**src/hw/dmcc_pkg.sv**
```systemverilog
// package for the dma channel control core: offsets, fields, enums
// assumes a plain register port with word addresses and 32-bit data
package dmcc_pkg;

  // ****************************************************************
  // register map
  // ****************************************************************
  localparam logic [3:0] DMCC_OFS_DEST  = 4'h0;
  localparam logic [3:0] DMCC_OFS_COUNT = 4'h1;
  localparam logic [3:0] DMCC_OFS_MODE  = 4'h2;
  localparam logic [3:0] DMCC_OFS_SRC   = 4'h3;

  // ****************************************************************
  // mode register fields
  // ****************************************************************
  localparam int DMCC_B_RUN    = 15;
  localparam int DMCC_B_BEF    = 14;
  localparam int DMCC_B_RAKE   = 13;
  localparam int DMCC_B_ENDE   = 12;
  localparam int DMCC_B_EDGE   = 11;
  localparam int DMCC_B_AMS    = 10;
  localparam int DMCC_B_MDHI   = 9;
  localparam int DMCC_B_MDLO   = 8;
  localparam int DMCC_B_IRQEN  = 7;
  localparam int DMCC_B_IRF    = 6;
  localparam int DMCC_B_COUNT_END_IRQ_EN  = 5;
  localparam int DMCC_B_DIR    = 4;
  localparam int DMCC_B_SZLO   = 3;
  localparam int DMCC_B_RSV2   = 2;
  localparam int DMCC_B_SZLONG = 1;
  localparam int DMCC_B_RSV0   = 0;
  localparam logic [15:0] DMCC_MODE_RST = 16'h0000;
  localparam logic [31:0] DMCC_TOP_MASK = 32'h00FF_FFFF;
  localparam logic [8:0]  DMCC_BLK_MAX  = 9'h100;

  // ****************************************************************
  // transfer modes and unit sizes
  // ****************************************************************
  typedef enum logic [1:0] {
    DMCC_AUTO_STEAL = 2'h0,
    DMCC_AUTO_BURST = 2'h1,
    DMCC_EXT_STEAL  = 2'h2,
    DMCC_EXT_BLOCK  = 2'h3
  } dmcc_mode_e;

  typedef enum logic [1:0] {
    DMCC_SZ_BYTE = 2'h0,
    DMCC_SZ_WORD = 2'h1,
    DMCC_SZ_LONG = 2'h2,
    DMCC_SZ_RSVD = 2'h3
  } dmcc_size_e;

  // register port request
  typedef struct packed {
    logic [3:0]  addr;
    logic [31:0] wdata;
    logic        wr;
    logic        rd;
  } dmcc_req_s;

  // external event inputs
  typedef struct packed {
    logic nmi;
    logic abort;
    logic src_rpt_ovf;
    logic dst_rpt_ovf;
  } dmcc_evt_s;

endpackage

```
**src/hw/dmcc_core.sv**
```systemverilog
// dma channel control core: destination address, transfer count and
// mode register, transfer sequencing and request/ack/end pins.
// assumes one clock, synchronous inputs, a bus that grants each
// requested unit as a one-cycle xfer_done pulse from the fabric.
//
// Added by the designer: the plain strobed port and the address map.
`timescale 1ns/1ps

module dmcc_core
  import dmcc_pkg::*;
#(
  parameter int ADDR_W = 32
)
(
  input  wire logic              mclk,
  input  wire logic              resetn,
  input  wire dmcc_pkg::dmcc_req_s reg_req,
  output logic [31:0]            reg_rdata,
  input  wire dmcc_pkg::dmcc_evt_s evt,
  input  wire logic              xfer_req_n,
  input  wire logic              xfer_done,
  output logic                   bus_req,
  output logic [31:0]            dest_addr,
  output logic                   dest_is_device,
  output logic [1:0]             unit_size,
  output logic                   xfer_ack_n,
  output logic                   req_accept_n,
  output logic                   req_accept_oe,
  output logic                   xfer_done_n,
  output logic                   xfer_done_oe,
  output logic                   irq
);
  import dmcc_pkg::*;

  initial
  begin
    if (ADDR_W != 32)
      $error("dmcc_core: only 32-bit addresses supported");
  end

  // ****************************************************************
  // registers
  // ****************************************************************
  logic [23:0] dest_q;
  logic [23:0] count_q;
  logic [15:0] mode_q;
  logic [8:0]  blk_left_q;
  logic        req_prev_q;
  logic        armed_q;
  logic        first_q;
  logic        stop_req_q;
  logic        bef_seen_q;
  logic        irf_seen_q;
  logic        active_q;
  logic        pending_q;
  logic        done_q;

  logic        run;
  logic        is_block;
  logic        is_auto;
  logic        req_hit;
  logic        unit_done;
  logic        block_end;
  logic        count_end;
  logic        halt_evt;
  logic        wr_dest;
  logic        wr_count;
  logic        wr_mode;
  logic [8:0]  blk_size;
  logic [2:0]  step;

  // step in bytes for the chosen unit
  function automatic logic [2:0] unit_step(input logic lng, input logic lo);
    if (lng && !lo)
      return 3'h4;
    else if (lo)
      return 3'h2;
    else
      return 3'h1;
  endfunction

  assign run      = mode_q[DMCC_B_RUN];
  assign is_block = (mode_q[9:8] == DMCC_EXT_BLOCK);
  assign is_auto  = !mode_q[DMCC_B_MDHI];
  assign step     = unit_step(mode_q[DMCC_B_SZLONG], mode_q[DMCC_B_SZLO]);
  assign blk_size = (count_q[23:16] == 8'h00) ? DMCC_BLK_MAX
                    : {1'b0, count_q[23:16]};
  assign wr_dest  = reg_req.wr && reg_req.addr == DMCC_OFS_DEST;
  assign wr_count = reg_req.wr && reg_req.addr == DMCC_OFS_COUNT;
  assign wr_mode  = reg_req.wr && reg_req.addr == DMCC_OFS_MODE;

  // ****************************************************************
  // request sensing
  // ****************************************************************
  // edge mode still uses level for the first unit after enabling
  assign req_hit = (!mode_q[DMCC_B_EDGE] || first_q) ? !xfer_req_n
                   : (req_prev_q && !xfer_req_n);

  always_ff @(posedge mclk)
  begin
    if (!resetn)
      req_prev_q <= 1'b1;
    else
      req_prev_q <= xfer_req_n;
  end

  // armed only by a request seen after the run bit rose
  always_ff @(posedge mclk)
  begin
    if (!resetn || !run)
      armed_q <= 1'b0;
    else if (!active_q && !is_auto && req_hit)
      armed_q <= 1'b1;
    else if (active_q)
      armed_q <= 1'b0;
  end

  always_ff @(posedge mclk)
  begin
    if (!resetn || !run)
      first_q <= 1'b1;
    else if (unit_done)
      first_q <= 1'b0;
  end

  // ****************************************************************
  // transfer sequencing
  // ****************************************************************
  assign unit_done = active_q && xfer_done;
  assign block_end = unit_done && (!is_block || blk_left_q == 9'h001);
  assign count_end = block_end && (is_block ? count_q[15:0] == 16'h0001
                                            : count_q == 24'h00_0001);
  assign halt_evt  = evt.abort
                     || (active_q && (evt.src_rpt_ovf || evt.dst_rpt_ovf));

  // one unit in flight; burst keeps it asserted, steal drops per unit
  always_ff @(posedge mclk)
  begin
    if (!resetn || evt.nmi || halt_evt)
      active_q <= 1'b0;
    else if (!active_q && run && !stop_req_q && (is_auto || armed_q))
      active_q <= 1'b1;
    else if (count_end || (block_end && (stop_req_q || !is_block)
                           && mode_q[9:8] != DMCC_AUTO_BURST))
      active_q <= 1'b0;
    else if (block_end && !run)
      active_q <= 1'b0;
  end

  always_ff @(posedge mclk)
  begin
    if (!resetn || !active_q)
      blk_left_q <= blk_size;
    else if (unit_done)
      blk_left_q <= (blk_left_q == 9'h001) ? blk_size
                    : 9'(blk_left_q - 9'h001);
  end

  // block mode: software stop deferred to block end
  always_ff @(posedge mclk)
  begin
    if (!resetn || !run)
      stop_req_q <= 1'b0;
    else if (wr_mode && !reg_req.wdata[DMCC_B_RUN] && is_block && active_q)
      stop_req_q <= 1'b1;
    else if (block_end)
      stop_req_q <= 1'b0;
  end

  // ****************************************************************
  // destination and count
  // ****************************************************************
  // software must not write these mid-transfer; write wins only idle
  always_ff @(posedge mclk)
  begin
    if (!resetn)
      dest_q <= 24'h00_0000;
    else if (wr_dest && !active_q)
      dest_q <= reg_req.wdata[23:0];
    else if (unit_done)
      dest_q <= 24'(dest_q + {21'h00_0000, step});
  end

  always_ff @(posedge mclk)
  begin
    if (!resetn)
      count_q <= 24'h00_0000;
    else if (wr_count && !active_q)
      count_q <= reg_req.wdata[23:0];
    else if (!is_block && unit_done && count_q != 24'h00_0000)
      count_q <= 24'(count_q - 24'h00_0001);
    else if (is_block && block_end && count_q[15:0] != 16'h0000)
      count_q[15:0] <= 16'(count_q[15:0] - 16'h0001);
  end

  // ****************************************************************
  // mode register
  // ****************************************************************
  // flags clear only after being read as one, IRF also on a write setting run; set beats clear
  always_ff @(posedge mclk)
  begin
    if (!resetn)
    begin
      bef_seen_q <= 1'b0;
      irf_seen_q <= 1'b0;
    end
    else if (reg_req.rd && reg_req.addr == DMCC_OFS_MODE)
    begin
      bef_seen_q <= mode_q[DMCC_B_BEF];
      irf_seen_q <= mode_q[DMCC_B_IRF];
    end
  end

  always_ff @(posedge mclk)
  begin
    if (!resetn)
      mode_q <= DMCC_MODE_RST;
    else
    begin
      if (wr_mode)
      begin
        if (!run)
          mode_q[13:0] <= {reg_req.wdata[13:7], mode_q[DMCC_B_IRF],
                           reg_req.wdata[5:0]};
        else
          mode_q[DMCC_B_IRQEN] <= reg_req.wdata[DMCC_B_IRQEN];
        if (reg_req.wdata[DMCC_B_RUN])
        begin
          mode_q[DMCC_B_RUN] <= 1'b1;
          mode_q[DMCC_B_IRF] <= 1'b0;
        end
        else if (!(is_block && active_q))
          mode_q[DMCC_B_RUN] <= 1'b0;
        if (!reg_req.wdata[DMCC_B_IRF] && irf_seen_q)
          mode_q[DMCC_B_IRF] <= 1'b0;
        if (!reg_req.wdata[DMCC_B_BEF] && bef_seen_q)
          mode_q[DMCC_B_BEF] <= 1'b0;
      end
      if (stop_req_q && block_end)
        mode_q[DMCC_B_RUN] <= 1'b0;
      if (count_end || halt_evt || evt.nmi)
        mode_q[DMCC_B_RUN] <= 1'b0;
      if (evt.nmi && active_q && is_block)
        mode_q[DMCC_B_BEF] <= 1'b1;
      if ((count_end && mode_q[DMCC_B_COUNT_END_IRQ_EN])
          || (active_q && (evt.src_rpt_ovf || evt.dst_rpt_ovf)))
        mode_q[DMCC_B_IRF] <= 1'b1;
    end
  end

  // ****************************************************************
  // pins and read back
  // ****************************************************************
  always_ff @(posedge mclk)
  begin
    if (!resetn)
      pending_q <= 1'b0;
    else
      pending_q <= armed_q && !active_q;
  end

  always_ff @(posedge mclk)
  begin
    if (!resetn)
      done_q <= 1'b0;
    else
      done_q <= count_end;
  end

  assign bus_req        = active_q;
  assign dest_addr      = {8'h00, dest_q};
  assign dest_is_device = mode_q[DMCC_B_AMS]
                          && mode_q[DMCC_B_DIR] == 1'b0;
  assign unit_size      = {mode_q[DMCC_B_SZLONG], mode_q[DMCC_B_SZLO]};
  assign xfer_ack_n     = !(mode_q[DMCC_B_AMS] && active_q);
  assign req_accept_n   = !pending_q;
  assign req_accept_oe  = mode_q[DMCC_B_RAKE];
  assign xfer_done_n    = !done_q;
  assign xfer_done_oe   = mode_q[DMCC_B_ENDE];
  assign irq            = mode_q[DMCC_B_IRF] && mode_q[DMCC_B_IRQEN];

  // one-cycle read latency; unmapped words read zero
  always_ff @(posedge mclk)
  begin
    if (!resetn)
      reg_rdata <= 32'h0000_0000;
    else if (reg_req.rd)
      unique case (reg_req.addr)
        DMCC_OFS_DEST:  reg_rdata <= {8'h00, dest_q};
        DMCC_OFS_COUNT: reg_rdata <= {8'h00, count_q};
        DMCC_OFS_MODE:  reg_rdata <= {16'h0000, mode_q};
        default:        reg_rdata <= 32'h0000_0000;
      endcase
    else
      reg_rdata <= 32'h0000_0000;
  end

endmodule

```
**config.mk**
```make
export PLATFORM = sky130hd
export DESIGN_NAME = dmcc_core
export DESIGN_NICKNAME = d
export VERILOG_FILES = /design/src/hw/dmcc_pkg.sv /design/src/hw/dmcc_core.sv
export SDC_FILE = /design/constraint.sdc
export NUM_CORES = 1
export LEC_CHECK = 0
export ABC_AREA = 1
export BUFFER_PORTS_ARGS = -buffer_cell sky130_fd_sc_hd__buf_2
export CAP_MARGIN = 20
export CORE_MARGIN = 3
export CORE_UTILIZATION = 61
export CTS_CLUSTER_SIZE = 16
export DETAILED_ROUTE_END_ITERATION = 6
export PLACE_DENSITY = 0.85
export SETUP_SLACK_MARGIN = 0.15
export SYNTH_ARGS = -nofsm -noshare
export SYNTH_HDL_FRONTEND = slang
export SYNTH_SLANG_ARGS = --single-unit
```
**constraint.sdc**
```tcl
create_clock -name mclk -period 3 [get_ports mclk]
set_input_delay 0.45 -clock mclk [delete_from_list [all_inputs] [get_ports mclk]]
set_output_delay 0.45 -clock mclk [all_outputs]
set_load 0.005 [all_outputs]
```
==> results of run 1 <==
-- final cells by class --
class,instances,area [sq um]
sequential,106,2212
fill,924,2937
clock buffer,13,160.2
clock inverter,3,21.27
tap,133,166.4
timing repair buffer,106,558.0
multi-input combinational,739,3412
inverter,130,488.0
-- cell usage after synthesis (3+ instances only) --
library cell,count
dfxtp_1,97
edfxtp_1,9
nand3_1,72
nor2_4,4
nor2_1,158
clkbuf_1,16
nor3_1,6
nor2_2,5
xnor2_1,3
inv_2,6
nand2_2,3
inv_1,122
nand4_1,10
o211ai_1,6
buf_2,8
ha_1,7
o22ai_1,5
nand2_4,3
buf_6,3
o221ai_1,11
o21ai_1,6
o21ai_0,48
buf_1,3
a21oi_1,46
a31oi_1,10
buf_4,19
xor2_1,8
nand2_1,298
-- cell usage in the layout, fill, tap and decap left out, drive strengths merged, types with 2 or more instances in the layout --
cell type	count
nand2	304
nor2	168
inv	129
buf	106
dfxtp	97
nand3	73
o21ai	54
a21oi	47
conb	16
clkbuf	13
o221ai	11
a31oi	10
nand4	10
edfxtp	9
xor2	8
ha	7
nor3	6
o211ai	6
o22ai	5
xnor2	3
clkinv	3
or2	2
-- logic make-up after synthesis --
family / after synthesis
AO/OA/AOI/OAI: 139
adder cells (fa/ha/maj): 8
buffers and inverters: 179
AND/OR/NAND/NOR: 565
other: 1
flip-flops: 106
XOR/XNOR: 11
-- metrics by stage --
step / total power [mW] / util / hold slack, ps / setup slack, ps
after CTS: 2.667 / 0.7050 / 280.0 / 602.4
after detailed placement: 1.839 / 0.6868 / 451.1 / 593.0
after floorplan: 1.742 / - / 422.1 / 1282
after global routing: 2.773 / 0.7050 / 294.4 / 400.3
after global placement: 1.834 / 0.6868 / 445.3 / 677.8
final: 2.676 / 0.7050 / 284.5 / 565.2
-- routing by layer --
metal | global-route usage | share of wire | vias up
met1 | 0.4562 | 0.41 | 3051
met2 | 0.5306 | 0.44 | 425
met4 | 0.1560 | 0.041 | 0
met3 | 0.04716 | 0.10 | 57
li1 | - | - | 3330
met5 | 0 | 0 | -
-- sequential cells by signal, indices dropped and copies added (netlist names), 9 cells and up --
name and cells:
count_q 24, reg_rdata 24, dest_q 24, blk_left_q 9, mode_q 16
-- report_power, final --
group,internal [mW],switching (mW)
Combinational,0.117,0.238
Sequential,1.44,0.0199
Clock,0.357,0.502
-- how the worst max path moves through the flow --
stage               slack, ps        start  cells past startpoint          end
floorplan                1280    mode_q[3]                     12   dest_q[12]
global placement          680   count_q[0]                     11   count_q[0]
detailed placement        590  reg_req[36]                     14   dest_q[23]
CTS                       600   count_q[0]                     11   count_q[7]
global route              400   count_q[0]                     11  count_q[14]
finish                    570   count_q[0]                     11  count_q[12]
==> flow_summary.yaml, run 1 <==
route:
  wl_per_cell_um: 15.74
  dr_total_vias: 6863
  drt-initial-drc-count: 636
  ant_nets: 0
  drc: 1
  totalWireLength_mm: 19.37
  routed_via_density: 5.580
  first_pass_iters: 7
die:
  std_cell_rows: 36
  ios: 120
  die_h_um: 108.0
  initial_utilization: 0.6373
  dieArea_sq_um: 11660
  die_width_um: 108.0
  core_area_sq_um: 9955
timing:
  hold_violations: 0
  worst_clock_skew_ps: 18.04
  finalCritPeriodShare: 0.8116
  final_tns_setup_ps: 0
  fmaxAchievable_mhz: 410.7
  timing.final.setup_violations: 0
  drv_slew: 0
  least_margin_pin_slew_ps: 666.0
  max_slew_margin: 0.5550
  unrepaired_setup_endpoints_after_global_routing: "no"
  period_minus_slack_ps: 2435
layout:
  layout-drive-gt1-share: 0.1322
  finalNonFillerCells: 1230
  insertedDiodeCount: 0
  finish.net_count: 1146
  area_delta_synth_final_pct: 10.63
  final_cell_area_sq_um: 7018
clocking:
  cts_hold_repair.buffers: 0
  worst_skew_pair.late_latency_ps: 370
  clock_sinks: 106
  number_of_gates_given_a_new_drive_strength_after_cts: 0
  numCtsBuffers: 9
  htree_levels: 3
  ctsLongestPathBuffers: 2
  cts_setup_buffers: 0
  cts.clk_slew.worst_paths_ps: 100
  cts_tree: "built"
  clock-root-buffer: "clkbuf_8"
critical_path:
  path_max_fanout: 30
  path_delay_family: "simple AND/OR/NAND/NOR gates"
  crit_path_cell_trace: "inv_1, ha_1, nand2_4, nor2_8, nand3_4, nand2_4, nand2_4, nor2_4, nand2_1, nand2_1, nor2_1"
  cpMostUsedCell: "nand2_4"
  worst-endpoint-required_ps: 3260
  r2r_cells: 11
  critical_path.reg2reg.startpoint: "count_q[0]"
  slowest_delay_ps: 520
  criticalPathCategory: "reg -> reg"
  setup.worst_path.end_class: "flip-flop"
  cell_type_of_the_slowest_stage_on_the_worst_timing_path: "nor2_4"
  critical_path_buf_inv_count: 1
  setup_slack_of_the_most_critical_reg_to_reg_path_ps: 570
  crit-reg2reg-capture: "count_q[12]"
  timing.critical_path.arrival_ps: 2690
  worst_setup_path_start_kind: "flip-flop"
global_routing:
  antenna_found_initial: 0
  globalRoute.totalOverflow: 0
  grt_pass1_vias: 6086
  grtUsageTotal: 0.3359
  wire_length_of_the_first_global_routing_pass_mm: 30.64
  largest_net_degree_at_the_start_of_global_routing: 31
synthesis:
  synth-seq-cells: 106
  asyncSetResetFlopFracSynth: 0
  yosys.area.top_type_share: 0.3061
  synth.cell_area_sq_um: 6344
  synth_largest_area_cell: "dfxtp_1"
  ys_seq_area_frac: 0.3487
  multiplexer_fraction_of_the_synthesized_cell_area: 0
  synth.distinct_cells: 43
  synth.top_cells.by_area: "dfxtp_1, nand2_1, nor2_1, inv_1, nand3_1"
  complex_gate_fraction_of_the_synthesized_area: 0.1247
  synth_xor_xnor_area_share: 0.01519
  synth_ff_type: "dfxtp_1"
  adder_cell_area_share_of_the_yosys_netlist: 0.01696
  synth_top_family_by_area: "simple AND/OR/NAND/NOR gates"
  number_of_enable_type_register_cells_in_the_synthesized_netlist: 9
  synth.yosys.warnings: 0
  syn-mean-instance-area_sq_um: 6.287
  synthesis.instances: 1009
  simple_gate_fraction_of_synth_area: 0.3716
placed_design:
  place.detailed.instances: 1214
  dp_hpwl_mm: 14.64
  gp_congestion: 0.9922
  port-buffer-count: 95
  detailed_place.area_sq_um: 6837
min_path:
  worst_hold_path.num_cells: 2
  hold_start: "xfer_req_n"
  hp-class: "in -> reg"
  hold-path-endpoint: "req_prev_q"
pwr:
  ir_worst_vdd_uv: 318.3
  power_per_cell_area_nw_per_um2: 381.3
  p_leak_nw: 3.458
outcome:
  result_of_the_run: "complete, but fails checks"
  violated_checks: "DRC"
run:
  drv.max_cap_violation_count: 0
(Power assumes the default switching activity.)
==> inputs of run 2 (changes only) <==
Settings changed: CORE_UTILIZATION 61 to 51, PLACE_DENSITY 0.85 to 0.75.
Clock period 3 ns to 2.2 ns, I/O delays scaled along.
==> run 2 against run 1 <==
  * Largest power group unchanged
  * Die area rose by 18%
  * First-iteration DRC count fell by 1.7%
  * Fmax rose by 26%
  * Register-to-register slack got worse by 290 ps
  * Non-clock buffer count rose by 12
  * Final area rose by 4.2%
  * The flow now finishes without violations
  * Worst hold slack got worse by 120 ps
  * Largest cell class unchanged
  * Clock power rose by 89%
  * Clock skew fell by 2.1 ps
==> flow_summary.yaml, run 2 (same netlist as run 1, synthesis figures left out) <==
timing:
  fmaxAchievable_mhz: 519.0
  drv_slew: 0
  timing.final.setup_violations: 0
  finalCritPeriodShare: 0.8758
  hold_violations: 0
  period_minus_slack_ps: 1927
  max_slew_margin: 0.5968
  worst_clock_skew_ps: 15.91
  unrepaired_setup_endpoints_after_global_routing: "no"
  final_tns_setup_ps: 0
  least_margin_pin_slew_ps: 603.3
layout:
  utilization: 0.6061
  finish.net_count: 1158
  final_cell_mix: "nand2_1, nor2_1, inv_1, dfxtp_1, buf_2"
  top_regs: "count_q (24), dest_q (24), reg_rdata (24)"
  final_cell_area_sq_um: 7311
  regArea_sq_um: 2213
  fill_cells: 1210
  footprint_of_the_multi_input_gates_sq_um: 3455
  area_delta_synth_final_pct: 15.25
  layout-drive-gt1-share: 0.1534
  layout.cells.most_common: "nand2_1"
  finalNonFillerCells: 1276
  insertedDiodeCount: 0
critical_path:
  r2r_cells: 10
  setup.worst_path.end_class: "flip-flop"
  worst_setup_path_start_kind: "flip-flop"
  timing.critical_path.arrival_ps: 2230
  criticalPathCategory: "reg -> reg"
  path_max_fanout: 5
  worst-endpoint-required_ps: 2510
pwr:
  share_clk_of_total_power: 0.394
  sw_share: 0.2821
  ir_worst_vdd_uv: 452.1
  sequentialPowerShare: 0.485
  pwr-share-comb: 0.121
  cell_internal_power_dissipation_mw: 2.948
  net-switching-power_mw: 1.158
  power_per_cell_area_nw_per_um2: 561.6
  p_leak_nw: 3.589
clocking:
  worst_skew_pair.late_latency_ps: 370
  numCtsBuffers: 9
  clock_sinks: 106
  ctsLongestPathBuffers: 2
  cts.clk_slew.worst_paths_ps: 80
  clock-root-buffer: "clkbuf_16"
  cts_tree: "built"
  htree_levels: 3
die:
  die_width_um: 117.5
  dieArea_sq_um: 13810
  std_cell_rows: 40
  core_area_sq_um: 12060
  initial_utilization: 0.5259
  ios: 120
  die_h_um: 117.5
global_routing:
  grtUsageTotal: 0.2919
  antenna_found_initial: 0
  globalRoute.totalOverflow: 0
  wire_length_of_the_first_global_routing_pass_mm: 32.31
  grt_pass1_vias: 6147
  largest_net_degree_at_the_start_of_global_routing: 31
run:
  drv.max_cap_violation_count: 0
outcome:
  result_of_the_run: "completed"
route:
  totalWireLength_mm: 20.19
  drt-initial-drc-count: 625
  dr_total_vias: 6779
  routed_via_density: 5.313
  drc: 0
  wl_per_cell_um: 15.82
  first_pass_iters: 5
  ant_nets: 0
placed_design:
  port-buffer-count: 95
  place.detailed.instances: 1260
  gp_congestion: 1.005
  dp_hpwl_mm: 15.60
  detailed_place.area_sq_um: 6975
min_path:
  hp-class: "in -> reg"
  worst_hold_path.num_cells: 2
[run 2: changes by cell type in the layout (fill, tap and decap cells not counted), sizes merged]
cell / previous run / this run
buf: 106 / 118
clkbuf: 13 / 10
inv: 129 / 132
clkinvlp: 1 / 0
[run 2: per-layer routing]
layer  global-route usage  part of all wire
met1               0.4153              0.45
met2               0.4285              0.42
met3              0.04950             0.087
met4               0.1443             0.044
met5                    0                 0
[run 2: stage by stage]
step           power [mW]  worst slack, ps  hold WS [ps]
6_report            4.106            273.2         165.4
5_1_grt             4.248            132.9         176.3
4_1_cts             4.108            187.0         163.7
3_5_place_dp        2.519            139.4         447.9
3_3_place_gp        2.515            179.8         438.2
2_1_floorplan       2.375            482.0         422.1
[run 2: final cells by class]
| class | instances | share of cell area |
|---|---|---|
| Clock buffer | 10 | 0.03269 |
| Clock inverter | 5 | 0.006161 |
| Inverter | 130 | 0.06675 |
| Multi-Input combinational cell | 739 | 0.4725 |
| Sequential cell | 106 | 0.3028 |
| Tap cell | 168 | 0.02875 |
| Timing Repair Buffer | 118 | 0.09036 |
[run 2: timing repair]
item / CTS / global route
endpoints found under the hold margin: 0 / 0
setup buffers: 0 / 1
gates cloned: 0 / 0
gates resized for setup: 2 / 12
hold buffers: 0 / 0
endpoints found under the setup margin: 4 / 22
pin swaps: 0 / 2
[run 2: path summary, 6_finish.rpt]
kind	startpoint	endpoint	slack (ps)
worst max-delay path	mode_q[1]	dest_q[15]	270
worst min-delay path	xfer_req_n	req_prev_q	170
worst max register to register	mode_q[1]	dest_q[15]	270
worst min register to register	mode_q[5]	mode_q[6]	470
[run 2: power by group through the flow]
stage                     Combinational [mW]  Sequential [mW]  Clock, mW
after floorplan                        0.346             2.03          0
after global placement                 0.479             2.04          0
after detailed placement               0.483             2.04          0
after CTS                              0.486             1.99       1.63
after global routing                   0.560             2.00       1.69
final                                  0.496             1.99       1.62
[run 2: worst max-delay path, stage by stage (launching register included)]
cell	delay, ps
dfxtp_1	330
inv_1	110
nor2_1	60
ha_1	370
or2_2	340
nand2_4	110
nor2_2	60
nand2_1	140
xor2_1	180
a21oi_1	80
nor2_1	80
==> inputs of run 3 (changes only) <==
Settings changed: CORE_UTILIZATION 51 to 56, PLACE_DENSITY 0.75 to 0.78.
Clock period 2.2 ns to 2.1 ns, I/O delays scaled along.
==> run 3 against run 2 <==
  * Clock skew fell by 5.7 ps
  * Register-to-register slack worse by 60 ps
  * Die area decreased by 8.5%
  * Power rose by 3.7%
  * Worst hold slack improved by 5.2 ps
  * Combinational power rose by 6.7%
  * Clock power barely moved
  * Highest routed layer unchanged
==> flow_summary.yaml, run 3 (same netlist as run 1, synthesis figures left out) <==
global_routing:
  grt_pass1_vias: 6048
  wire_length_of_the_first_global_routing_pass_mm: 31.54
  globalRoute.totalOverflow: 0
  antenna_found_initial: 0
  grtUsageTotal: 0.3147
  largest_net_degree_at_the_start_of_global_routing: 31
run:
  drv.max_cap_violation_count: 0
timing:
  drv_slew: 0
  max_slew_margin: 0.5921
  final_tns_setup_ps: 0
  unrepaired_setup_endpoints_after_global_routing: "yes"
  hold_violations: 0
  period_minus_slack_ps: 1887
  worst_clock_skew_ps: 10.25
  finalCritPeriodShare: 0.8987
  timing.final.setup_violations: 0
  fmaxAchievable_mhz: 529.9
  least_margin_pin_slew_ps: 610.3
layout:
  fill_cells: 1037
  layout.cells.most_common: "nand2_1"
  insertedDiodeCount: 0
  area_delta_synth_final_pct: 15.82
  top_regs: "count_q (24), dest_q (24), reg_rdata (24)"
  utilization: 0.6719
  final_cell_area_sq_um: 7347
  finish.net_count: 1167
  layout-drive-gt1-share: 0.1656
  final_cell_mix: "nand2_1, nor2_1, inv_1, dfxtp_1, buf_2"
clocking:
  htree_levels: 3
  ctsLongestPathBuffers: 2
  cts_tree: "built"
  worst_skew_pair.late_latency_ps: 360
  clock-root-buffer: "clkbuf_16"
  numCtsBuffers: 9
  cts.clk_slew.worst_paths_ps: 80
  clock_sinks: 106
route:
  met2WireLength_mm: 8.526
  totalWireLength_mm: 20.11
  metal_1_wl_mm: 8.617
  top_layer_reached_by_signal_wires: "met4"
  drt-initial-drc-count: 851
  ant_nets: 0
  dr_wl_met3_mm: 2.038
  routed_via_density: 5.504
  first_pass_iters: 6
  drc: 0
  wl_per_cell_um: 16.00
  dr_total_vias: 6919
outcome:
  result_of_the_run: "completed"
placed_design:
  detailed_place.area_sq_um: 6978
  port-buffer-count: 95
  dp_hpwl_mm: 15.25
  gp_congestion: 0.9751
die:
  dieArea_sq_um: 12640
  core_area_sq_um: 10940
  initial_utilization: 0.5801
  die_width_um: 112.4
  std_cell_rows: 38
  die_h_um: 112.4
  ios: 120
pwr:
  power_per_cell_area_nw_per_um2: 579.7
  p_leak_nw: 3.628
  ir_worst_vdd_uv: 596.7
critical_path:
  worst-endpoint-required_ps: 2350
  critical_path.reg2reg.startpoint: "mode_q[3]"
  critical_path_buf_inv_count: 2
  crit_path_cell_trace: "nor2_2, ha_2, fa_2, nand2_2, a21oi_2, buf_4, buf_4, xor2_1, a21oi_1, nor2_1"
  worst_setup_path_start_kind: "flip-flop"
  setup_slack_of_the_most_critical_reg_to_reg_path_ps: 210
  slowest_delay_ps: 390
  r2r_cells: 10
  path_delay_family: "adder cells"
  criticalPathCategory: "reg -> reg"
  cpMostUsedCell: "buf_4"
  cell_type_of_the_slowest_stage_on_the_worst_timing_path: "fa_2"
  timing.critical_path.arrival_ps: 2130
  path_max_fanout: 3
  crit-reg2reg-capture: "dest_q[4]"
  setup.worst_path.end_class: "flip-flop"
min_path:
  hold-path-endpoint: "req_prev_q"
  hp-class: "in -> reg"
  hold_start: "xfer_req_n"
  worst_hold_path.num_cells: 2
run 3: cell count changes in the layout (fill, tap and decap cells not counted), moves of 2 or more:
cell,before,now
o21ai_1,6,9
inv_8,2,0
ha_1,6,4
nor2_2,9,12
o21ai_0,48,45
nor2_1,153,151
buf_4,22,31
run 3: worst register-to-register path, delay by kind of cell, from the launching register on:
kind / cells / cell delay (ps)
AOI/OAI and AO/OA: 2 / 220
xor gates and xnor gates: 1 / 130
adders and majority gates: 2 / 570
buffers and inverters: 2 / 280
DFF: 1 / 360
and+or+nand+nor: 3 / 200
run 3: final cells by class:
class / count / area [sq um] / share of cell area
tap: 140 / 175.2 / 0.02384
clock buffer: 10 / 239.0 / 0.03253
sequential: 106 / 2215 / 0.3014
timing repair buffer: 127 / 728.2 / 0.09911
multi-input combinational: 739 / 3465 / 0.4716
clock inverter: 5 / 37.54 / 0.005109
inverter: 130 / 488.0 / 0.06642
run 3: worst max path at each step:
stage                            end      start  cells after the start
after floorplan           dest_q[12]  mode_q[3]                     12
after global placement    dest_q[15]  mode_q[1]                     10
after detailed placement  dest_q[15]  mode_q[1]                     10
after CTS                 dest_q[15]  mode_q[1]                     10
after global routing      dest_q[16]  mode_q[1]                     10
final                      dest_q[4]  mode_q[3]                     10
run 3: metrics by stage:
| stage | worst slack (ps) | cells | power [mW] | hold slack [ps] |
|---|---|---|---|---|
| finish | 212.8 | 1257 | 4.259 | 170.6 |
| global route | 115.2 | 1257 | 4.409 | 166.5 |
| CTS | 150.0 | 1252 | 4.243 | 162.4 |
| detailed placement | 186.6 | 1237 | 2.633 | 445.6 |
| global placement | 244.7 | 1237 | 2.629 | 438.6 |
| floorplan | 382.0 | 1024 | 2.488 | 421.6 |
run 3: repair_timing:
action                     CTS  global route
hold buffers                 0             0
gates resized for setup      0            22
hold endpoints to repair     0             0
setup endpoints to repair    0            39
setup buffers                0             5
run 3: power by group:
part	leakage (nW)	internal, mW	total, mW	switching, mW
Combinational	2.60	0.183	0.529	0.346
Sequential	0.891	2.06	2.09	0.0283
Clock	0.140	0.841	1.64	0.802
Total	3.63	3.08	4.26	1.18
run 3: metal layers:
metal,vias to the layer above,global-route usage
met1,3067,0.4467
met2,402,0.4756
met4,0,0.1274
met3,69,0.05499
met5,-,0
li1,3381,-
